<file path="src/include/tcc_defs.svh">
// What this block does
// - Timer A clock select: codes 0-5 taps 0-5, code 6 tap 11, code 7 event pin.
// - With the event pin selected, timer A counts pin rising edges as an event counter.
// - Timer B selects taps 0-3 and 7-10; timer C selects taps 5-12; no external clock.
// - Timers A and B clear on match and raise their interrupt two clocks after the match.
// - Continue bit at 0 pauses counting, at 1 resumes, keeping the count.
// - Run bit at 0 stops; a 0-to-1 change clears the counter and starts it.
// - Timers A and B count only while run and continue bits are both 1.
// - Single mode counts to the match, interrupts, toggles the output, then stops.
// - Modulo-N mode interrupts and toggles at every match and keeps counting again.
// - Modulo-N half-rate bit at 1 gives an interrupt on every second time-out only.
// - Output pins of timers A and B toggle on every time-out in both modes.
// - Initial-level bit sets the output and selects the low or high match value.
// - Capture bit makes timer A capture and restart on external interrupt two rising edges.
// - Running counts of timers A and B can be read while counting.
// - Active-low reset stops every timer.
// - Timer C clears on match with its match value and raises its interrupt.
// - Timer C period comes from its tap and match value; run rising edge restarts it.
// - Timer C count can be read at any time.
// - Timer C has a pause/continue bit and a run/stop bit like the others.
`ifndef TCC_DEFS_SVH
`define TCC_DEFS_SVH
`define TCC_IDX_MODE_A 8'hD0
`define TCC_IDX_MODE_B 8'hD1
`define TCC_IDX_MODE_C 8'hD2
`define TCC_IDX_CFG 8'hD3
`define TCC_IDX_MATCH_A_LO 8'hD4
`define TCC_IDX_MATCH_A_HI 8'hD5
`define TCC_IDX_MATCH_B 8'hD6
`define TCC_IDX_MATCH_C 8'hD7
`define TCC_IDX_COUNT_A 8'hD8
`define TCC_IDX_COUNT_B 8'hD9
`define TCC_IDX_COUNT_C 8'hDA
`define TCC_IDX_CAPTURE_A 8'hDB
`define TCC_IDX_OUT_STAT 8'hDC
`define TCC_IDX_MSB 9
`define TCC_IDX_LSB 2
`define TCC_MODE_RST 8'h00
`define TCC_MASK_B 8'hF7
`define TCC_MASK_C 8'h1F
`define TCC_A_CAP 7
`define TCC_A_RUN 6
`define TCC_A_CONT 5
`define TCC_A_SINGLE 4
`define TCC_A_HALF 3
`define TCC_B_RUN 7
`define TCC_B_CONT 6
`define TCC_B_SINGLE 5
`define TCC_B_HALF 4
`define TCC_C_RUN 4
`define TCC_C_CONT 3
`define TCC_SEL_MSB 2
`define TCC_CFG_INIT_A 0
`define TCC_CFG_INIT_B 1
`define TCC_SEL_TAPA 3'h6
`define TCC_SEL_EVENT 3'h7
`define TCC_TAP_A6 4'hB
`define TCC_B_OFS 4'h3
`define TCC_C_OFS 4'h5
`define TCC_PS_W 13
`define TCC_RESP_OK 2'h0
`define TCC_RESP_ERR 2'h2
`endif

</file>
<file path="src/include/tcc_pkg.sv">
`default_nettype none
package tcc_pkg;
    typedef logic [7:0] tcc_mode_t;
    typedef logic [3:0] tcc_tap_t;
    typedef logic [15:0] tcc_word_t;
endpackage : tcc_pkg
`default_nettype wire

</file>
<file path="src/verilog/tcc_timer_top.sv">
`include "tcc_defs.svh"
`default_nettype none
module tcc_chan
#(
    parameter int W = 16,
    parameter bit HAS_OUT = 1'b1
)
(
    input wire logic clk_sys,
    input wire logic rst_b,
    input wire logic tick,
    input wire logic runBit,
    input wire logic contBit,
    input wire logic singleMode,
    input wire logic halfRate,
    input wire logic outInit,
    input wire logic capMode,
    input wire logic capEdge,
    input wire logic [W-1:0] matchLo,
    input wire logic [W-1:0] matchHi,
    output logic [W-1:0] count,
    output logic [W-1:0] capVal,
    output logic outLevel,
    output logic irq
);
    logic runPrev_reg;
    logic done_reg;
    logic half_reg;
    logic hit_reg;
    logic irq_reg;
    logic out_reg;
    logic [W-1:0] count_reg;
    logic [W-1:0] cap_reg;

    // A run edge restarts; counting needs run, continue and no finished single shot.
    wire start = runBit & ~runPrev_reg;
    wire active = runBit & contBit & ~done_reg;
    wire [W-1:0] cmpVal = (HAS_OUT && out_reg) ? matchHi : matchLo;
    wire match = active & tick & ~capMode & ~start & (count_reg == cmpVal);
    wire capHit = active & capMode & capEdge & ~start;
    wire irqNext = hit_reg & (singleMode | ~halfRate | half_reg);

    // Interrupt is registered one cycle behind hit_reg, two cycles behind the match, so the parity bit is settled.
    always_ff @(posedge clk_sys)
    begin
        if (!rst_b)
        begin
            runPrev_reg <= 1'b0;
            hit_reg <= 1'b0;
            irq_reg <= 1'b0;
        end
        else
        begin
            runPrev_reg <= runBit;
            hit_reg <= match;
            irq_reg <= irqNext;
        end
    end

    // Counter, output level, single-shot stop and half-rate parity.
    always_ff @(posedge clk_sys)
    begin
        if (!rst_b)
        begin
            count_reg <= '0;
            cap_reg <= '0;
            done_reg <= 1'b0;
            half_reg <= 1'b0;
            out_reg <= 1'b0;
        end
        else if (start)
        begin
            count_reg <= '0;
            done_reg <= 1'b0;
            half_reg <= 1'b0;
            out_reg <= HAS_OUT & outInit;
        end
        else
        begin
            if (capHit)
            begin
                cap_reg <= count_reg;
                count_reg <= '0;
            end
            else if (match)
            begin
                count_reg <= '0;
                out_reg <= out_reg ^ HAS_OUT;
                done_reg <= singleMode;
            end
            else if (active & tick)
            begin
                count_reg <= count_reg + 1'b1;
            end
            if (hit_reg)
            begin
                half_reg <= ~half_reg;
            end
        end
    end

    assign count = count_reg;
    assign capVal = cap_reg;
    assign outLevel = out_reg;
    assign irq = irq_reg;
endmodule : tcc_chan

module tcc_timer_top
    import tcc_pkg::*;
(
    input wire logic clk_sys,
    input wire logic rst_b,
    input wire logic [11:0] awaddr,
    input wire logic awvalid,
    output logic awready,
    input wire logic [31:0] wdata,
    input wire logic [3:0] wstrb,
    input wire logic wvalid,
    output logic wready,
    output logic [1:0] bresp,
    output logic bvalid,
    input wire logic bready,
    input wire logic [11:0] araddr,
    input wire logic arvalid,
    output logic arready,
    output logic [31:0] rdata,
    output logic [1:0] rresp,
    output logic rvalid,
    input wire logic rready,
    input wire logic eventCountPin,
    input wire logic externalIrqTwo,
    output logic timerAIrq,
    output logic timerBIrq,
    output logic timerCIrq,
    output logic timerAOutPin,
    output logic timerBOutPin
);
    tcc_mode_t modeA_reg;
    tcc_mode_t modeB_reg;
    tcc_mode_t modeC_reg;
    logic [1:0] cfg_reg;
    tcc_word_t matchALo_reg;
    tcc_word_t matchAHi_reg;
    tcc_word_t matchB_reg;
    logic [7:0] matchC_reg;
    logic awready_reg;
    logic wready_reg;
    logic bvalid_reg;
    logic arready_reg;
    logic rvalid_reg;
    logic [1:0] bresp_reg;
    logic [1:0] rresp_reg;
    logic [31:0] rdata_reg;
    logic [11:0] awAddr_reg;
    logic [31:0] wdata_reg;
    logic [3:0] wstrb_reg;
    logic [`TCC_PS_W-1:0] ps_reg;
    logic [2:0] tapPrev_reg;
    logic [1:0] pinS1_reg;
    logic [1:0] pinS2_reg;
    logic [1:0] pinS3_reg;
    logic [1:0] pinFilt_reg;
    tcc_word_t countA;
    tcc_word_t capA;
    logic [7:0] countB;
    logic [7:0] countC;
    logic outA;
    logic outB;

    // Write decode: the write commits once both address and data are held.
    wire wrFire = ~awready_reg & ~wready_reg & ~bvalid_reg;
    wire [7:0] wIdx = awAddr_reg[`TCC_IDX_MSB:`TCC_IDX_LSB];
    wire wHit = (wIdx >= `TCC_IDX_MODE_A) && (wIdx <= `TCC_IDX_OUT_STAT);
    wire wrLo = wrFire & wstrb_reg[0];
    wire wrHi = wrFire & wstrb_reg[1];
    wire [7:0] rIdx = araddr[`TCC_IDX_MSB:`TCC_IDX_LSB];
    wire rHit = (rIdx >= `TCC_IDX_MODE_A) && (rIdx <= `TCC_IDX_OUT_STAT);

    // Read selection; counts are live so software sees them while running.
    wire [31:0] rdMux =
        (rIdx == `TCC_IDX_MODE_A) ? {24'h000000, modeA_reg} :
        (rIdx == `TCC_IDX_MODE_B) ? {24'h000000, modeB_reg} :
        (rIdx == `TCC_IDX_MODE_C) ? {24'h000000, modeC_reg} :
        (rIdx == `TCC_IDX_CFG) ? {30'h00000000, cfg_reg} :
        (rIdx == `TCC_IDX_MATCH_A_LO) ? {16'h0000, matchALo_reg} :
        (rIdx == `TCC_IDX_MATCH_A_HI) ? {16'h0000, matchAHi_reg} :
        (rIdx == `TCC_IDX_MATCH_B) ? {16'h0000, matchB_reg} :
        (rIdx == `TCC_IDX_MATCH_C) ? {24'h000000, matchC_reg} :
        (rIdx == `TCC_IDX_COUNT_A) ? {16'h0000, countA} :
        (rIdx == `TCC_IDX_COUNT_B) ? {24'h000000, countB} :
        (rIdx == `TCC_IDX_COUNT_C) ? {24'h000000, countC} :
        (rIdx == `TCC_IDX_CAPTURE_A) ? {16'h0000, capA} :
        (rIdx == `TCC_IDX_OUT_STAT) ? {30'h00000000, outB, outA} :
        32'h00000000;

    // Write channel; address and data may arrive in either order.
    always_ff @(posedge clk_sys)
    begin
        if (!rst_b)
        begin
            awready_reg <= 1'b1;
            wready_reg <= 1'b1;
            bvalid_reg <= 1'b0;
            bresp_reg <= `TCC_RESP_OK;
            awAddr_reg <= 12'h000;
            wdata_reg <= 32'h00000000;
            wstrb_reg <= 4'h0;
        end
        else
        begin
            if (awvalid && awready_reg)
            begin
                awAddr_reg <= awaddr;
                awready_reg <= 1'b0;
            end
            if (wvalid && wready_reg)
            begin
                wdata_reg <= wdata;
                wstrb_reg <= wstrb;
                wready_reg <= 1'b0;
            end
            if (wrFire)
            begin
                bvalid_reg <= 1'b1;
                bresp_reg <= wHit ? `TCC_RESP_OK : `TCC_RESP_ERR;
            end
            if (bvalid_reg && bready)
            begin
                bvalid_reg <= 1'b0;
                awready_reg <= 1'b1;
                wready_reg <= 1'b1;
            end
        end
    end

    // Read channel answers straight after the address handshake.
    always_ff @(posedge clk_sys)
    begin
        if (!rst_b)
        begin
            arready_reg <= 1'b1;
            rvalid_reg <= 1'b0;
            rresp_reg <= `TCC_RESP_OK;
            rdata_reg <= 32'h00000000;
        end
        else if (arvalid && arready_reg)
        begin
            rdata_reg <= rdMux;
            rresp_reg <= rHit ? `TCC_RESP_OK : `TCC_RESP_ERR;
            rvalid_reg <= 1'b1;
            arready_reg <= 1'b0;
        end
        else if (rvalid_reg && rready)
        begin
            rvalid_reg <= 1'b0;
            arready_reg <= 1'b1;
        end
    end

    // Register writes; match A and B take both low bytes, the rest only the low byte, reserved mode bits stay zero.
    always_ff @(posedge clk_sys)
    begin
        if (!rst_b)
        begin
            modeA_reg <= `TCC_MODE_RST;
            modeB_reg <= `TCC_MODE_RST;
            modeC_reg <= `TCC_MODE_RST;
            cfg_reg <= 2'h0;
            matchALo_reg <= 16'h0000;
            matchAHi_reg <= 16'h0000;
            matchB_reg <= 16'h0000;
            matchC_reg <= 8'h00;
        end
        else
        begin
            if (wrLo && wIdx == `TCC_IDX_MODE_A)
                modeA_reg <= wdata_reg[7:0];
            if (wrLo && wIdx == `TCC_IDX_MODE_B)
                modeB_reg <= wdata_reg[7:0] & `TCC_MASK_B;
            if (wrLo && wIdx == `TCC_IDX_MODE_C)
                modeC_reg <= wdata_reg[7:0] & `TCC_MASK_C;
            if (wrLo && wIdx == `TCC_IDX_CFG)
                cfg_reg <= wdata_reg[1:0];
            if (wrLo && wIdx == `TCC_IDX_MATCH_A_LO)
                matchALo_reg[7:0] <= wdata_reg[7:0];
            if (wrHi && wIdx == `TCC_IDX_MATCH_A_LO)
                matchALo_reg[15:8] <= wdata_reg[15:8];
            if (wrLo && wIdx == `TCC_IDX_MATCH_A_HI)
                matchAHi_reg[7:0] <= wdata_reg[7:0];
            if (wrHi && wIdx == `TCC_IDX_MATCH_A_HI)
                matchAHi_reg[15:8] <= wdata_reg[15:8];
            if (wrLo && wIdx == `TCC_IDX_MATCH_B)
                matchB_reg[7:0] <= wdata_reg[7:0];
            if (wrHi && wIdx == `TCC_IDX_MATCH_B)
                matchB_reg[15:8] <= wdata_reg[15:8];
            if (wrLo && wIdx == `TCC_IDX_MATCH_C)
                matchC_reg <= wdata_reg[7:0];
        end
    end

    // Tap selection per timer; timers B and C never see the event pin.
    wire [2:0] selA = modeA_reg[`TCC_SEL_MSB:0];
    wire [2:0] selB = modeB_reg[`TCC_SEL_MSB:0];
    wire [2:0] selC = modeC_reg[`TCC_SEL_MSB:0];
    wire evSel = (selA == `TCC_SEL_EVENT);
    wire [3:0] tapIdxA = (selA == `TCC_SEL_TAPA) ? `TCC_TAP_A6 : {1'b0, selA};
    wire [3:0] tapIdxB = selB[2] ? {1'b0, selB} + `TCC_B_OFS : {1'b0, selB};
    wire [3:0] tapIdxC = {1'b0, selC} + `TCC_C_OFS;
    wire [2:0] tapNow = {ps_reg[tapIdxC], ps_reg[tapIdxB], ps_reg[tapIdxA]};
    wire [2:0] tapRise = tapNow & ~tapPrev_reg;

    // Pin filter: a level is taken once the second and third stages agree.
    wire [1:0] pinAgree = ~(pinS2_reg ^ pinS3_reg);
    wire [1:0] pinFiltNext = (pinS3_reg & pinAgree) | (pinFilt_reg & ~pinAgree);
    wire [1:0] pinRise = pinFiltNext & ~pinFilt_reg;
    wire tickA = evSel ? pinRise[0] : tapRise[0];

    // Prescaler is free running; taps are its bits, so edges need no crossing.
    always_ff @(posedge clk_sys)
    begin
        if (!rst_b)
        begin
            ps_reg <= '0;
            tapPrev_reg <= 3'h0;
            pinS1_reg <= 2'h0;
            pinS2_reg <= 2'h0;
            pinS3_reg <= 2'h0;
            pinFilt_reg <= 2'h0;
        end
        else
        begin
            ps_reg <= ps_reg + 1'b1;
            tapPrev_reg <= tapNow;
            pinS1_reg <= {externalIrqTwo, eventCountPin};
            pinS2_reg <= pinS1_reg;
            pinS3_reg <= pinS2_reg;
            pinFilt_reg <= pinFiltNext;
        end
    end

    // Timer A: 16-bit interval, event or capture counter with an output pin.
    tcc_chan #(.W(16), .HAS_OUT(1'b1)) chanA (
        .clk_sys(clk_sys),
        .rst_b(rst_b),
        .tick(tickA),
        .runBit(modeA_reg[`TCC_A_RUN]),
        .contBit(modeA_reg[`TCC_A_CONT]),
        .singleMode(modeA_reg[`TCC_A_SINGLE]),
        .halfRate(modeA_reg[`TCC_A_HALF]),
        .outInit(cfg_reg[`TCC_CFG_INIT_A]),
        .capMode(modeA_reg[`TCC_A_CAP]),
        .capEdge(pinRise[1]),
        .matchLo(matchALo_reg),
        .matchHi(matchAHi_reg),
        .count(countA),
        .capVal(capA),
        .outLevel(outA),
        .irq(timerAIrq)
    );

    // Timer B: 8-bit interval timer with an output pin.
    tcc_chan #(.W(8), .HAS_OUT(1'b1)) chanB (
        .clk_sys(clk_sys),
        .rst_b(rst_b),
        .tick(tapRise[1]),
        .runBit(modeB_reg[`TCC_B_RUN]),
        .contBit(modeB_reg[`TCC_B_CONT]),
        .singleMode(modeB_reg[`TCC_B_SINGLE]),
        .halfRate(modeB_reg[`TCC_B_HALF]),
        .outInit(cfg_reg[`TCC_CFG_INIT_B]),
        .capMode(1'b0),
        .capEdge(1'b0),
        .matchLo(matchB_reg[7:0]),
        .matchHi(matchB_reg[15:8]),
        .count(countB),
        .capVal(),
        .outLevel(outB),
        .irq(timerBIrq)
    );

    // Timer C: plain modulo interval timer, no output and no single mode.
    tcc_chan #(.W(8), .HAS_OUT(1'b0)) chanC (
        .clk_sys(clk_sys),
        .rst_b(rst_b),
        .tick(tapRise[2]),
        .runBit(modeC_reg[`TCC_C_RUN]),
        .contBit(modeC_reg[`TCC_C_CONT]),
        .singleMode(1'b0),
        .halfRate(1'b0),
        .outInit(1'b0),
        .capMode(1'b0),
        .capEdge(1'b0),
        .matchLo(matchC_reg),
        .matchHi(matchC_reg),
        .count(countC),
        .capVal(),
        .outLevel(),
        .irq(timerCIrq)
    );

    // Bus and pin outputs, all taken from flip-flops.
    assign awready = awready_reg;
    assign wready = wready_reg;
    assign bvalid = bvalid_reg;
    assign bresp = bresp_reg;
    assign arready = arready_reg;
    assign rvalid = rvalid_reg;
    assign rresp = rresp_reg;
    assign rdata = rdata_reg;
    assign timerAOutPin = outA;
    assign timerBOutPin = outB;
endmodule : tcc_timer_top
`default_nettype wire

</file>
<file path="config.mk">
export PLATFORM = sky130hd
export DESIGN_NAME = tcc_timer_top
export DESIGN_NICKNAME = d
export VERILOG_FILES = /design/src/include/tcc_pkg.sv /design/src/verilog/tcc_timer_top.sv
export VERILOG_INCLUDE_DIRS = /design/src /design/src/include
export SDC_FILE = /design/constraint.sdc
export NUM_CORES = 1
export LEC_CHECK = 0
export BUFFER_PORTS_ARGS = -buffer_cell sky130_fd_sc_hd__buf_4
export CORE_UTILIZATION = 30
export CTS_BUF_LIST = sky130_fd_sc_hd__clkbuf_4
export CTS_CLUSTER_SIZE = 40
export DETAILED_ROUTE_END_ITERATION = 6
export HOLD_SLACK_MARGIN = 0.15
export PLACE_DENSITY_LB_ADDON = 0.3
export SYNTH_ARGS = -nofsm -noshare
export SYNTH_HDL_FRONTEND = slang
export SYNTH_SLANG_ARGS = --single-unit
export TNS_END_PERCENT = 5
</file>
<file path="constraint.sdc">
create_clock -name clk_sys -period 2.95 [get_ports clk_sys]
set_input_delay 0.59 -clock clk_sys [delete_from_list [all_inputs] [get_ports clk_sys]]
set_output_delay 0.59 -clock clk_sys [all_outputs]
set_load 0.02 [all_outputs]
</file>
== Word-level counts from Yosys, hierarchy flattened ==
Cells that the tools add are included.

* $add $sub $neg: 6
* Multiply operators: 0
* Div/mod/pow operators: 0
* Magnitude comparators: 7
* Eq/ne operators: 27
* Shifts and indexed selects: 0
* Mux-type cells: 35
* Bitwise gates (word level): 61
* Reductions and logical operators: 30

{| class="wikitable"
|+ Operators with widths
! operator !! count
|-
| $mux 16 || 13
|-
| $eq 8x8->1 const B || 21
|-
| $and 1x1->1 || 27
|-
| $not 1->1 || 20
|-
| $logic_and 1x1->1 || 18
|-
| $add 16x1->16 const B || 1
|-
| $add 8x1->8 const B || 2
|-
| $eq 16x16->1 || 1
|-
| $eq 8x8->1 || 2
|-
| $ge 8x8->1 const B || 2
|-
| $le 8x8->1 const B || 2
|-
| $lt 4x5->1 const B || 3
|-
| $add 13x1->13 const B || 1
|-
| $mux 1 || 13
|-
| $bmux 1 s4 || 3
|-
| $mux 4 || 2
|-
| $mux 8 || 1
|-
| $and 2x2->2 || 3
|-
| $eq 3x3->1 const B || 2
|-
| $mux 2 || 3
|-
| $not 2->2 || 3
|-
| $reduce_and 2->1 || 3
|-
| $reduce_bool 2->1 || 3
|-
| $reduce_or 2->1 || 3
|-
| 10 further kinds || 14
|}

* Flip-flop bits (word level): 234
* Bits in latches: 0
* Bits in writable memories: 0
* Memory bits (read-only): 0
* Input port bits: 69
* Output and inout port bits: 46
* Logic and storage cells: 213
* Memories: 0

== Depth between registers and ports, before layout ==
Gate-level depths: netlist of the first run.

* Depth after elaboration: 14
* Gate-level depth with buffers: 11
* Depth with buffers taken out: 9

== By module ==
A second synthesis of the first run with hierarchy kept.

* Cells, all modules: 1308
* Area total of the unflattened synthesis: 11242.0 um2

{| class="wikitable"
|+ Modules (own cells, without submodules)
! module !! times used !! cells an instance !! area each (um2) !! seq. area each (um2)
|-
| tcc_timer_top || 1 || 874 || 7247.0 || 3022.9
|-
| tcc_chan at chanA || 1 || 217 || 1860.5 || 760.7
|-
| tcc_chan at chanB || 1 || 118 || 1137.3 || 440.4
|-
| tcc_chan at chanC || 1 || 99 || 997.2 || 420.4
|}

== Worst setup path before layout of the first run ==
No wires, ideal clock.

* Path type: register to register
* Start: register modeB_reg[1]
* End: register chanB.out_reg (netlist: chanB.outLevel)
* Library setup time: 0.119 ns
* Arrival: 2.204 ns
* Required time: 2.831 ns
* Setup slack: 0.627 ns
* Cell stages (with the launch flop): 12
* Path buffers: 2
* Clock period less this slack: 2.323 ns
* Cells stage by stage: dfxtp_1 clkbuf_1 inv_1 ha_1 clkbuf_1 mux2i_1 mux2i_1 a221o_1 nor3b_4 nand2_1 xor2_1 a21oi_1

* Word-level cells in the longest chain between the ends: 9

{| class="wikitable"
|+ RTL lines
! what !! line !! source
|-
| from (decl) || tcc_timer_top.sv:139 || <nowiki>tcc_mode_t modeB_reg;</nowiki>
|-
| from (signal assigned) || tcc_timer_top.sv:266 || <nowiki>modeB_reg <= `TCC_MODE_RST;</nowiki>
|-
| from (signal assigned) || tcc_timer_top.sv:279 || <nowiki>modeB_reg <= wdata_reg[7:0] & `TCC_MASK_B;</nowiki>
|-
| $add 3x2->4 (no source line) || n/a ||
|-
| $mux 4 * || tcc_timer_top.sv:307 || <nowiki>wire [3:0] tapIdxB = selB[2] ? {1'b0, selB} + `TCC_B_OFS : {1'b0, selB};</nowiki>
|-
| $bmux 1 s4 * || tcc_timer_top.sv:309 || <nowiki>wire [2:0] tapNow = {ps_reg[tapIdxC], ps_reg[tapIdxB], ps_reg[tapIdxA]};</nowiki>
|-
| $mux 1 (implied by the code) * || tcc_timer_top.sv:309 ||
|-
| $and 3x3->3 * || tcc_timer_top.sv:310 || <nowiki>wire [2:0] tapRise = tapNow & ~tapPrev_reg;</nowiki>
|-
| $and 1x1->1 * (3 in series) || tcc_timer_top.sv:39 || <nowiki>wire match = active & tick & ~capMode & ~start & (count_reg == cmpVal);</nowiki>
|-
| $reduce_bool 2->1 (no source line) * || n/a ||
|-
| to (signal assigned) || tcc_timer_top.sv:76 || <nowiki>out_reg <= HAS_OUT & outInit;</nowiki>
|-
| to (signal assigned) || tcc_timer_top.sv:88 || <nowiki>out_reg <= out_reg ^ HAS_OUT;</nowiki>
|-
| to (decl) || tcc_timer_top.sv:31 || <nowiki>logic out_reg;</nowiki>
|}

Every way passes the cells marked *; elsewhere a longest branch is shown, timed or not. The select of a mux whose other input is x is not followed.
A chain may end at the register's enable or synchronous reset.

== Worst setup path in the final report of the first run ==
* Start: register modeB_reg[0]
* End: register chanB.count_reg[6] (netlist: chanB.count[6])

* Word-level cells in the longest chain between the ends: 9

{| class="wikitable"
|+ RTL lines
! what !! line !! source
|-
| $add 3x2->4 (no source line) || n/a ||
|-
| $mux 4 * || tcc_timer_top.sv:307 ||
|-
| $bmux 1 s4 * || tcc_timer_top.sv:309 ||
|-
| $mux 1 (implied by the code) * || tcc_timer_top.sv:309 ||
|-
| $and 3x3->3 * || tcc_timer_top.sv:310 ||
|-
| $and 1x1->1 * || tcc_timer_top.sv:39, tcc_timer_top.sv:91 ||
|-
| $and 1x1->1 (2 in series) || tcc_timer_top.sv:39 ||
|-
| $reduce_or 3->1 (no source line) || n/a ||
|-
| to (signal assigned) || tcc_timer_top.sv:93 || <nowiki>count_reg <= count_reg + 1'b1;</nowiki>
|-
| to (decl) || tcc_timer_top.sv:32 || <nowiki>logic [W-1:0] count_reg;</nowiki>
|}

Marked as above.

==> flow_summary.json, run 1 <==
{
  "status": "completed",
  "nNetsFinal": 1415,
  "fp.dieW_um": 190,
  "rsz0062_at_grt": "no",
  "crit_arrival_ns": 3.12,
  "end_kind": "flop",
  "yosysTopAreaCell": "dfxtp_1",
  "max_stage_delay_ns": 0.50,
  "synth_area_leaders": "dfxtp_1 41%, mux2i_1 12%, nor2_1 5.5%, a21oi_1 4.8%, nand2_1 4.7%",
  "max_cap_viol_count": 0,
  "fillers": 3658,
  "slew_headroom_pct": 40.3,
  "power.density_mw_per_mm2": 478,
  "layout-drive-gt1-share_pct": 15.9,
  "area_delta_synth_final_pct": 18.8,
  "fin_ws_ns": 0.389,
  "gp_congestion": 0.893,
  "syn_avg_cell_area_um2": 8.58,
  "numCtsBuffers": 56,
  "via_count": 9300,
  "vias_per_cell": 5.08,
  "h-tree-depth": 2,
  "cp_common_cell": "mux2i_1",
  "ys_seq_elements": 214,
  "cp.required_ns": 3.51,
  "hold_class": "in -> reg",
  "start_kind": "flop",
  "clockBufferDepth": 3,
  "fmax_ghz": 0.390,
  "core_mm2": 0.0345,
  "yosys_most_used_dff": "dfxtp_1",
  "grt-ovfl-total": 0,
  "drc": 0,
  "syn_area_mm2": 0.0106,
  "yosysTopAreaCellShare_pct": 40.6,
  "clock_latency_ns": 0.70,
  "timing.critical_path.buf_inv": 2,
  "yosysSeqAreaShare_pct": 40.6,
  "worst_slew_pin_slew_ns": 0.892,
  "firstDrtPassIters": 5,
  "drt-total-wl_um": 31500,
  "drv_slew": 0,
  "grt_max_degree": 151,
  "synth_cell_types": 68,
  "synth_edf_count": 0,
  "post_drt_wl_per_cell_um": 17.2,
  "fin_setup_tns_ns": 0,
  "async_flop_share_pct": 0,
  "die-area_mm2": 0.0359,
  "grt_pass1_wl_um": 49300,
  "post-cts-setup-buffer-count": 0,
  "io_buffers": 70,
  "syn_inst": 1230,
  "path_clk_slew_ns": 0.06,
  "cts.sinks": 214,
  "antenna_found_initial": 1,
  "cts_tree": "built",
  "io_pins": 115,
  "yosys_warnings": 0,
  "grt_pass1_vias": 8806,
  "cts_root_buf": "clkbuf_4",
  "dp_hpwl_um": 22000,
  "die_h_um": 190,
  "crit_chain": "inv_1 -> ha_1 -> mux2i_1 -> mux2i_1 -> a221o_1 -> nor3b_4 -> buf_4 -> nand4_1 -> xor2_1 -> nor2_1",
  "grtUsageTotal_pct": 17.4,
  "drt_iter0_markers": 577,
  "skew_ns": 0.0300,
  "cp_top_family": "flip-flops",
  "finalCritPeriodShare_pct": 86.8,
  "cts_resized": 0,
  "synth_most_common_cell": "dfxtp_1",
  "leakagePower_nw": 4.96,
  "preCtsSetupSlack_ns": 0.361,
  "worstPathMaxFanout": 8,
  "fin_crit_ns": 2.56,
  "num_rows": 68,
  "hold_viol_final": 0,
  "start_util_pct": 30.5,
  "ir_drop_mv": 0.256,
  "crit_type": "reg -> reg",
  "finalSetupViolations": 0,
  "critPathSlowestCell": "dfxtp_1",
  "drt.antenna.violating_nets": 0,
  "ys_top_cells_by_count": "214 x dfxtp_1, 154 x nor2_1, 132 x nand2_1"
}
-- logic make-up (layout without fill, tap and decap cells) --
logic type	after synthesis	after routing	share of synthesized area (%)
buffers and inverters	113	241	5.04
multiplexers	145	145	15.2
AO/OA/AOI/OAI	230	230	13.0
XOR/XNOR	52	52	4.32
other	1	20	0.0355
adder cells (fa/ha/maj)	6	6	0.712
AND/OR/NAND/NOR	469	469	21.1
flip-flops	214	214	40.6
-- path summary, 6_finish.rpt --
path | from | to | slack [ns] | depth (start not counted)
setup / recovery | modeB_reg[0]$_SDFFE_PN0P_ | chanB.count[6]$_SDFFE_PP0P_ | 0.39 | 10
hold / removal | awaddr[3] | awAddr_reg[3]$_SDFFE_PN0P_ | 0.20 | 3
setup reg to reg | modeB_reg[0]$_SDFFE_PN0P_ | chanB.count[6]$_SDFFE_PP0P_ | 0.39 | 10
hold reg to reg | chanC.hit_reg$_SDFF_PN0_ | chanC.irq$_SDFF_PN0_ | 0.43 | 1
-- worst reg2reg max path, stage by stage (launching register included) --
cell     delay, ns
dfxtp_1       0.50
inv_1         0.14
ha_1          0.44
mux2i_1       0.23
mux2i_1       0.10
a221o_1       0.38
nor3b_4       0.16
buf_4         0.18
nand4_1       0.11
xor2_1        0.15
nor2_1        0.05
-- layout by cell type, fill, tap and decap left out, types with 5 or more instances in the layout --
| master | instances |
|---|---|
| buf_4 | 100 |
| xor2_1 | 28 |
| nand4b_1 | 7 |
| o211ai_1 | 7 |
| nand3b_1 | 6 |
| nor3_1 | 18 |
| nor2_1 | 154 |
| nor2b_1 | 15 |
| nand2b_1 | 6 |
| or3_1 | 7 |
| nand2_1 | 132 |
| nand4_1 | 20 |
| inv_1 | 13 |
| mux4_2 | 12 |
| ha_1 | 6 |
| nor3b_1 | 5 |
| xnor2_1 | 24 |
| o21ai_0 | 56 |
| mux2i_1 | 131 |
| clkbuf_4 | 84 |
| a31oi_1 | 5 |
| o21ai_1 | 6 |
| a21oi_1 | 102 |
| a22o_1 | 12 |
| and2_1 | 21 |
| dfxtp_1 | 214 |
| and3_1 | 18 |
| conb_1 | 18 |
| dlygate4sd3_1 | 32 |
| nand3_1 | 44 |
| clkinv_1 | 5 |
-- timing repair --
item / 4_1_cts / 5_1_grt
endpoints found under the setup margin: 0 / 0
hold endpoints to repair: 30 / 0
hold buffers: 32 / 0
-- layout make-up --
type | count | area, um^2 | share of cell area, %
clock inverter | 9 | 70.1 | 0.559
tap | 455 | 569 | 4.54
inverter | 14 | 55.1 | 0.439
multi-input combinational | 920 | 5810 | 46.3
clock buffer | 84 | 631 | 5.03
timing repair buffer | 134 | 1110 | 8.86
antenna | 2 | 5.00 | 0.0399
sequential | 214 | 4280 | 34.2
-- per-stage QoR --
stage	instance area [um^2]	cells	total power, mW	hold WS, ns	utilization (%)
global placement	11500	1705	3.43	0.416	33.3
CTS	12500	1830	6.07	0.156	36.3
global route	12500	1831	6.27	0.179	36.3
floorplan	10600	1247	3.28	0.412	-
detailed placement	11500	1705	3.43	0.419	33.3
finish	12500	1832	5.99	0.199	36.3
-- power by group --
| part | leakage (nW) | total (mW) | internal [mW] | switching [mW] |
|---|---|---|---|---|
| registers | 1.73 | 2.99 | 2.93 | 0.0606 |
| logic | 2.81 | 0.408 | 0.162 | 0.247 |
| clock network | 0.417 | 2.59 | 1.37 | 1.21 |
| total | 4.96 | 5.99 | 4.47 | 1.52 |
-- layer usage --
layer	global-route usage (%)	share of wire, %
met5	0	0
met4	5.37	2.1
met3	2.97	5.5
met2	28.3	46
met1	23.6	46
No activity file was read; power rests on OpenSTA's default activity.
==> run 2: changes to the inputs <==
- clock period: 2.95 -> 2.8 ns (I/O delays scaled with it)
==> run 2 against run 1 <==
Effect of this change: sequential cell count unchanged; core utilization increased by 0.35 points; combinational power increased by 12%; register-to-register slack got worse by 0.14 ns; first-iteration DRC count increased by 7.1%; clock skew increased by 0.0085 ns; sequential power increased by 5%; clock-buffer cell count decreased by 5; setup slack got worse by 0.14 ns; via count increased by 1.4%; cell count increased by 0.87%; sequential share of layout area decreased by 0.33 points.
==> flow_summary.json, run 2 (same netlist as run 1, synthesis figures left out) <==
{
  "grtUsageMet1_pct": 23.3,
  "crit_arrival_ns": 3.11,
  "leakagePower_nw": 5.01,
  "h-tree-depth": 2,
  "fillers": 3635,
  "core_mm2": 0.0345,
  "layout-drive-gt1-share_pct": 16.2,
  "max_stage_delay_ns": 0.38,
  "slew_headroom_pct": 36.8,
  "preCtsSetupSlack_ns": 0.251,
  "power.density_mw_per_mm2": 487,
  "final_common_cell": "dfxtp_1",
  "drv_slew": 0,
  "numCtsBuffers": 57,
  "fin_setup_tns_ns": 0,
  "end_kind": "flop",
  "firstDrtPassIters": 7,
  "via_count": 9429,
  "grt_pass1_vias": 8959,
  "vias_per_cell": 5.10,
  "status": "completed",
  "cp_top_family": "simple AND/OR/NAND/NOR gates",
  "critPathSlowestCell": "nor4_1",
  "hold_viol_final": 0,
  "rsz0062_at_grt": "no",
  "grt_max_degree": 151,
  "top_usage_layer": "met2",
  "cts_tree": "built",
  "use_met3_pct": 3.14,
  "cp.required_ns": 3.36,
  "drt-total-wl_um": 32200,
  "cts_root_buf": "clkbuf_4",
  "critical_path.startpoint": "chanA.outLevel$_SDFFE_PN0P_",
  "grt-ovfl-total": 0,
  "worst_slew_pin_slew_ns": 0.945,
  "drt.antenna.violating_nets": 0,
  "max_cap_viol_count": 0,
  "cts_resized": 0,
  "drc": 0,
  "start_util_pct": 30.5,
  "antenna_found_initial": 1,
  "grtUsageTotal_pct": 17.7,
  "crit_end": "chanA.count[5]$_SDFFE_PP0N_",
  "layout_common_cells": "214 x dfxtp_1, 154 x nor2_1, 132 x nand2_1",
  "finalCritPeriodShare_pct": 91.1,
  "clock_latency_ns": 0.71,
  "finalSetupViolations": 0,
  "path_clk_slew_ns": 0.06,
  "r2r_cells": 9,
  "num_rows": 68,
  "hold_class": "in -> reg",
  "fmax_ghz": 0.392,
  "crit_chain": "buf_12 -> mux2i_1 -> xnor2_1 -> nor4_1 -> nand4_1 -> o21ai_2 -> buf_4 -> o21ai_0 -> a22o_1",
  "ir_drop_mv": 0.409,
  "start_kind": "flop",
  "met2_usage_pct": 28.9,
  "area_delta_synth_final_pct": 20.0,
  "r2r-end": "chanA.count[5]$_SDFFE_PP0N_",
  "fp.dieW_um": 190,
  "crit_type": "reg -> reg",
  "dp_hpwl_um": 22400,
  "drt_iter0_markers": 618,
  "worstPathMaxFanout": 19,
  "r2r_slack_ns": 0.25,
  "clockBufferDepth": 3,
  "die_h_um": 190,
  "skew_ns": 0.0385,
  "die-area_mm2": 0.0359,
  "nNetsFinal": 1437,
  "grt_pass1_wl_um": 49700,
  "post_drt_wl_per_cell_um": 17.4,
  "io_buffers": 70,
  "path_depth": 9,
  "fin_crit_ns": 2.55,
  "fin_ws_ns": 0.249,
  "whs_path_depth": 3,
  "reg2reg_from": "chanA.outLevel$_SDFFE_PN0P_",
  "timing.critical_path.buf_inv": 2,
  "io_pins": 115,
  "cts.sinks": 214,
  "gp_congestion": 0.923
}
-- run 2: where the power goes --
part / total (mW) / switching (mW) / internal, mW
Sequential: 3.15 / 0.0573 / 3.09
Clock: 2.56 / 1.28 / 1.28
Combinational: 0.456 / 0.271 / 0.185
-- run 2: worst min path at each step --
| stage | endpoint | startpoint | slack, ns |
|---|---|---|---|
| 2_1_floorplan | chanC.irq$_SDFF_PN0_ | chanC.hit_reg$_SDFF_PN0_ | 0.41 |
| 3_3_place_gp | chanC.irq$_SDFF_PN0_ | chanC.hit_reg$_SDFF_PN0_ | 0.42 |
| 3_5_place_dp | chanC.irq$_SDFF_PN0_ | chanC.hit_reg$_SDFF_PN0_ | 0.43 |
| 4_1_cts | awAddr_reg[3]$_SDFFE_PN0P_ | awvalid | 0.15 |
| 5_1_grt | awAddr_reg[3]$_SDFFE_PN0P_ | awvalid | 0.21 |
| 6_report | awAddr_reg[3]$_SDFFE_PN0P_ | awvalid | 0.22 |
-- run 2: layer usage --
metal / vias to the layer above / wire length, um
met1: 4425 / 14300
li1: 4584 / -
met3: 66 / 2220
met2: 354 / 14800
met5: - / 0
met4: 0 / 862
-- run 2: timing repair --
action	CTS	global route
hold endpoints to repair	33	0
setup buffers	0	0
hold buffers	40	0
-- run 2: area by class of cell --
type	instances	area, um^2	share of cell area [%]
Tap cell	455	569	4.50
Sequential cell	214	4280	33.9
Timing Repair Buffer	155	1290	10.2
Inverter	14	55.1	0.435
Clock buffer	79	593	4.69
Clock inverter	10	53.8	0.425
Multi-Input combinational cell	920	5810	45.9
Antenna cell	1	2.50	0.0198
-- run 2: worst reg2reg max path: cells and delay by family, from the launching register on --
kind	cells	cell delay, ns
AO/OA/AOI/OAI	3	0.57
XOR/XNOR	1	0.12
buffers and inverters	2	0.41
flip-flops	1	0.35
multiplexers	1	0.31
AND/OR/NAND/NOR	2	0.66
-- run 2: metrics by stage --
step	cell area [um^2]	utilization, %	std cells	hold slack, ns	total power [mW]
global placement	11600	33.6	1718	0.421	3.62
detailed placement	11600	33.6	1718	0.428	3.62
floorplan	10600	-	1247	0.412	3.46
finish	12700	36.6	1848	0.218	6.17
global route	12700	36.6	1848	0.211	6.46
CTS	12700	36.6	1847	0.152	6.26
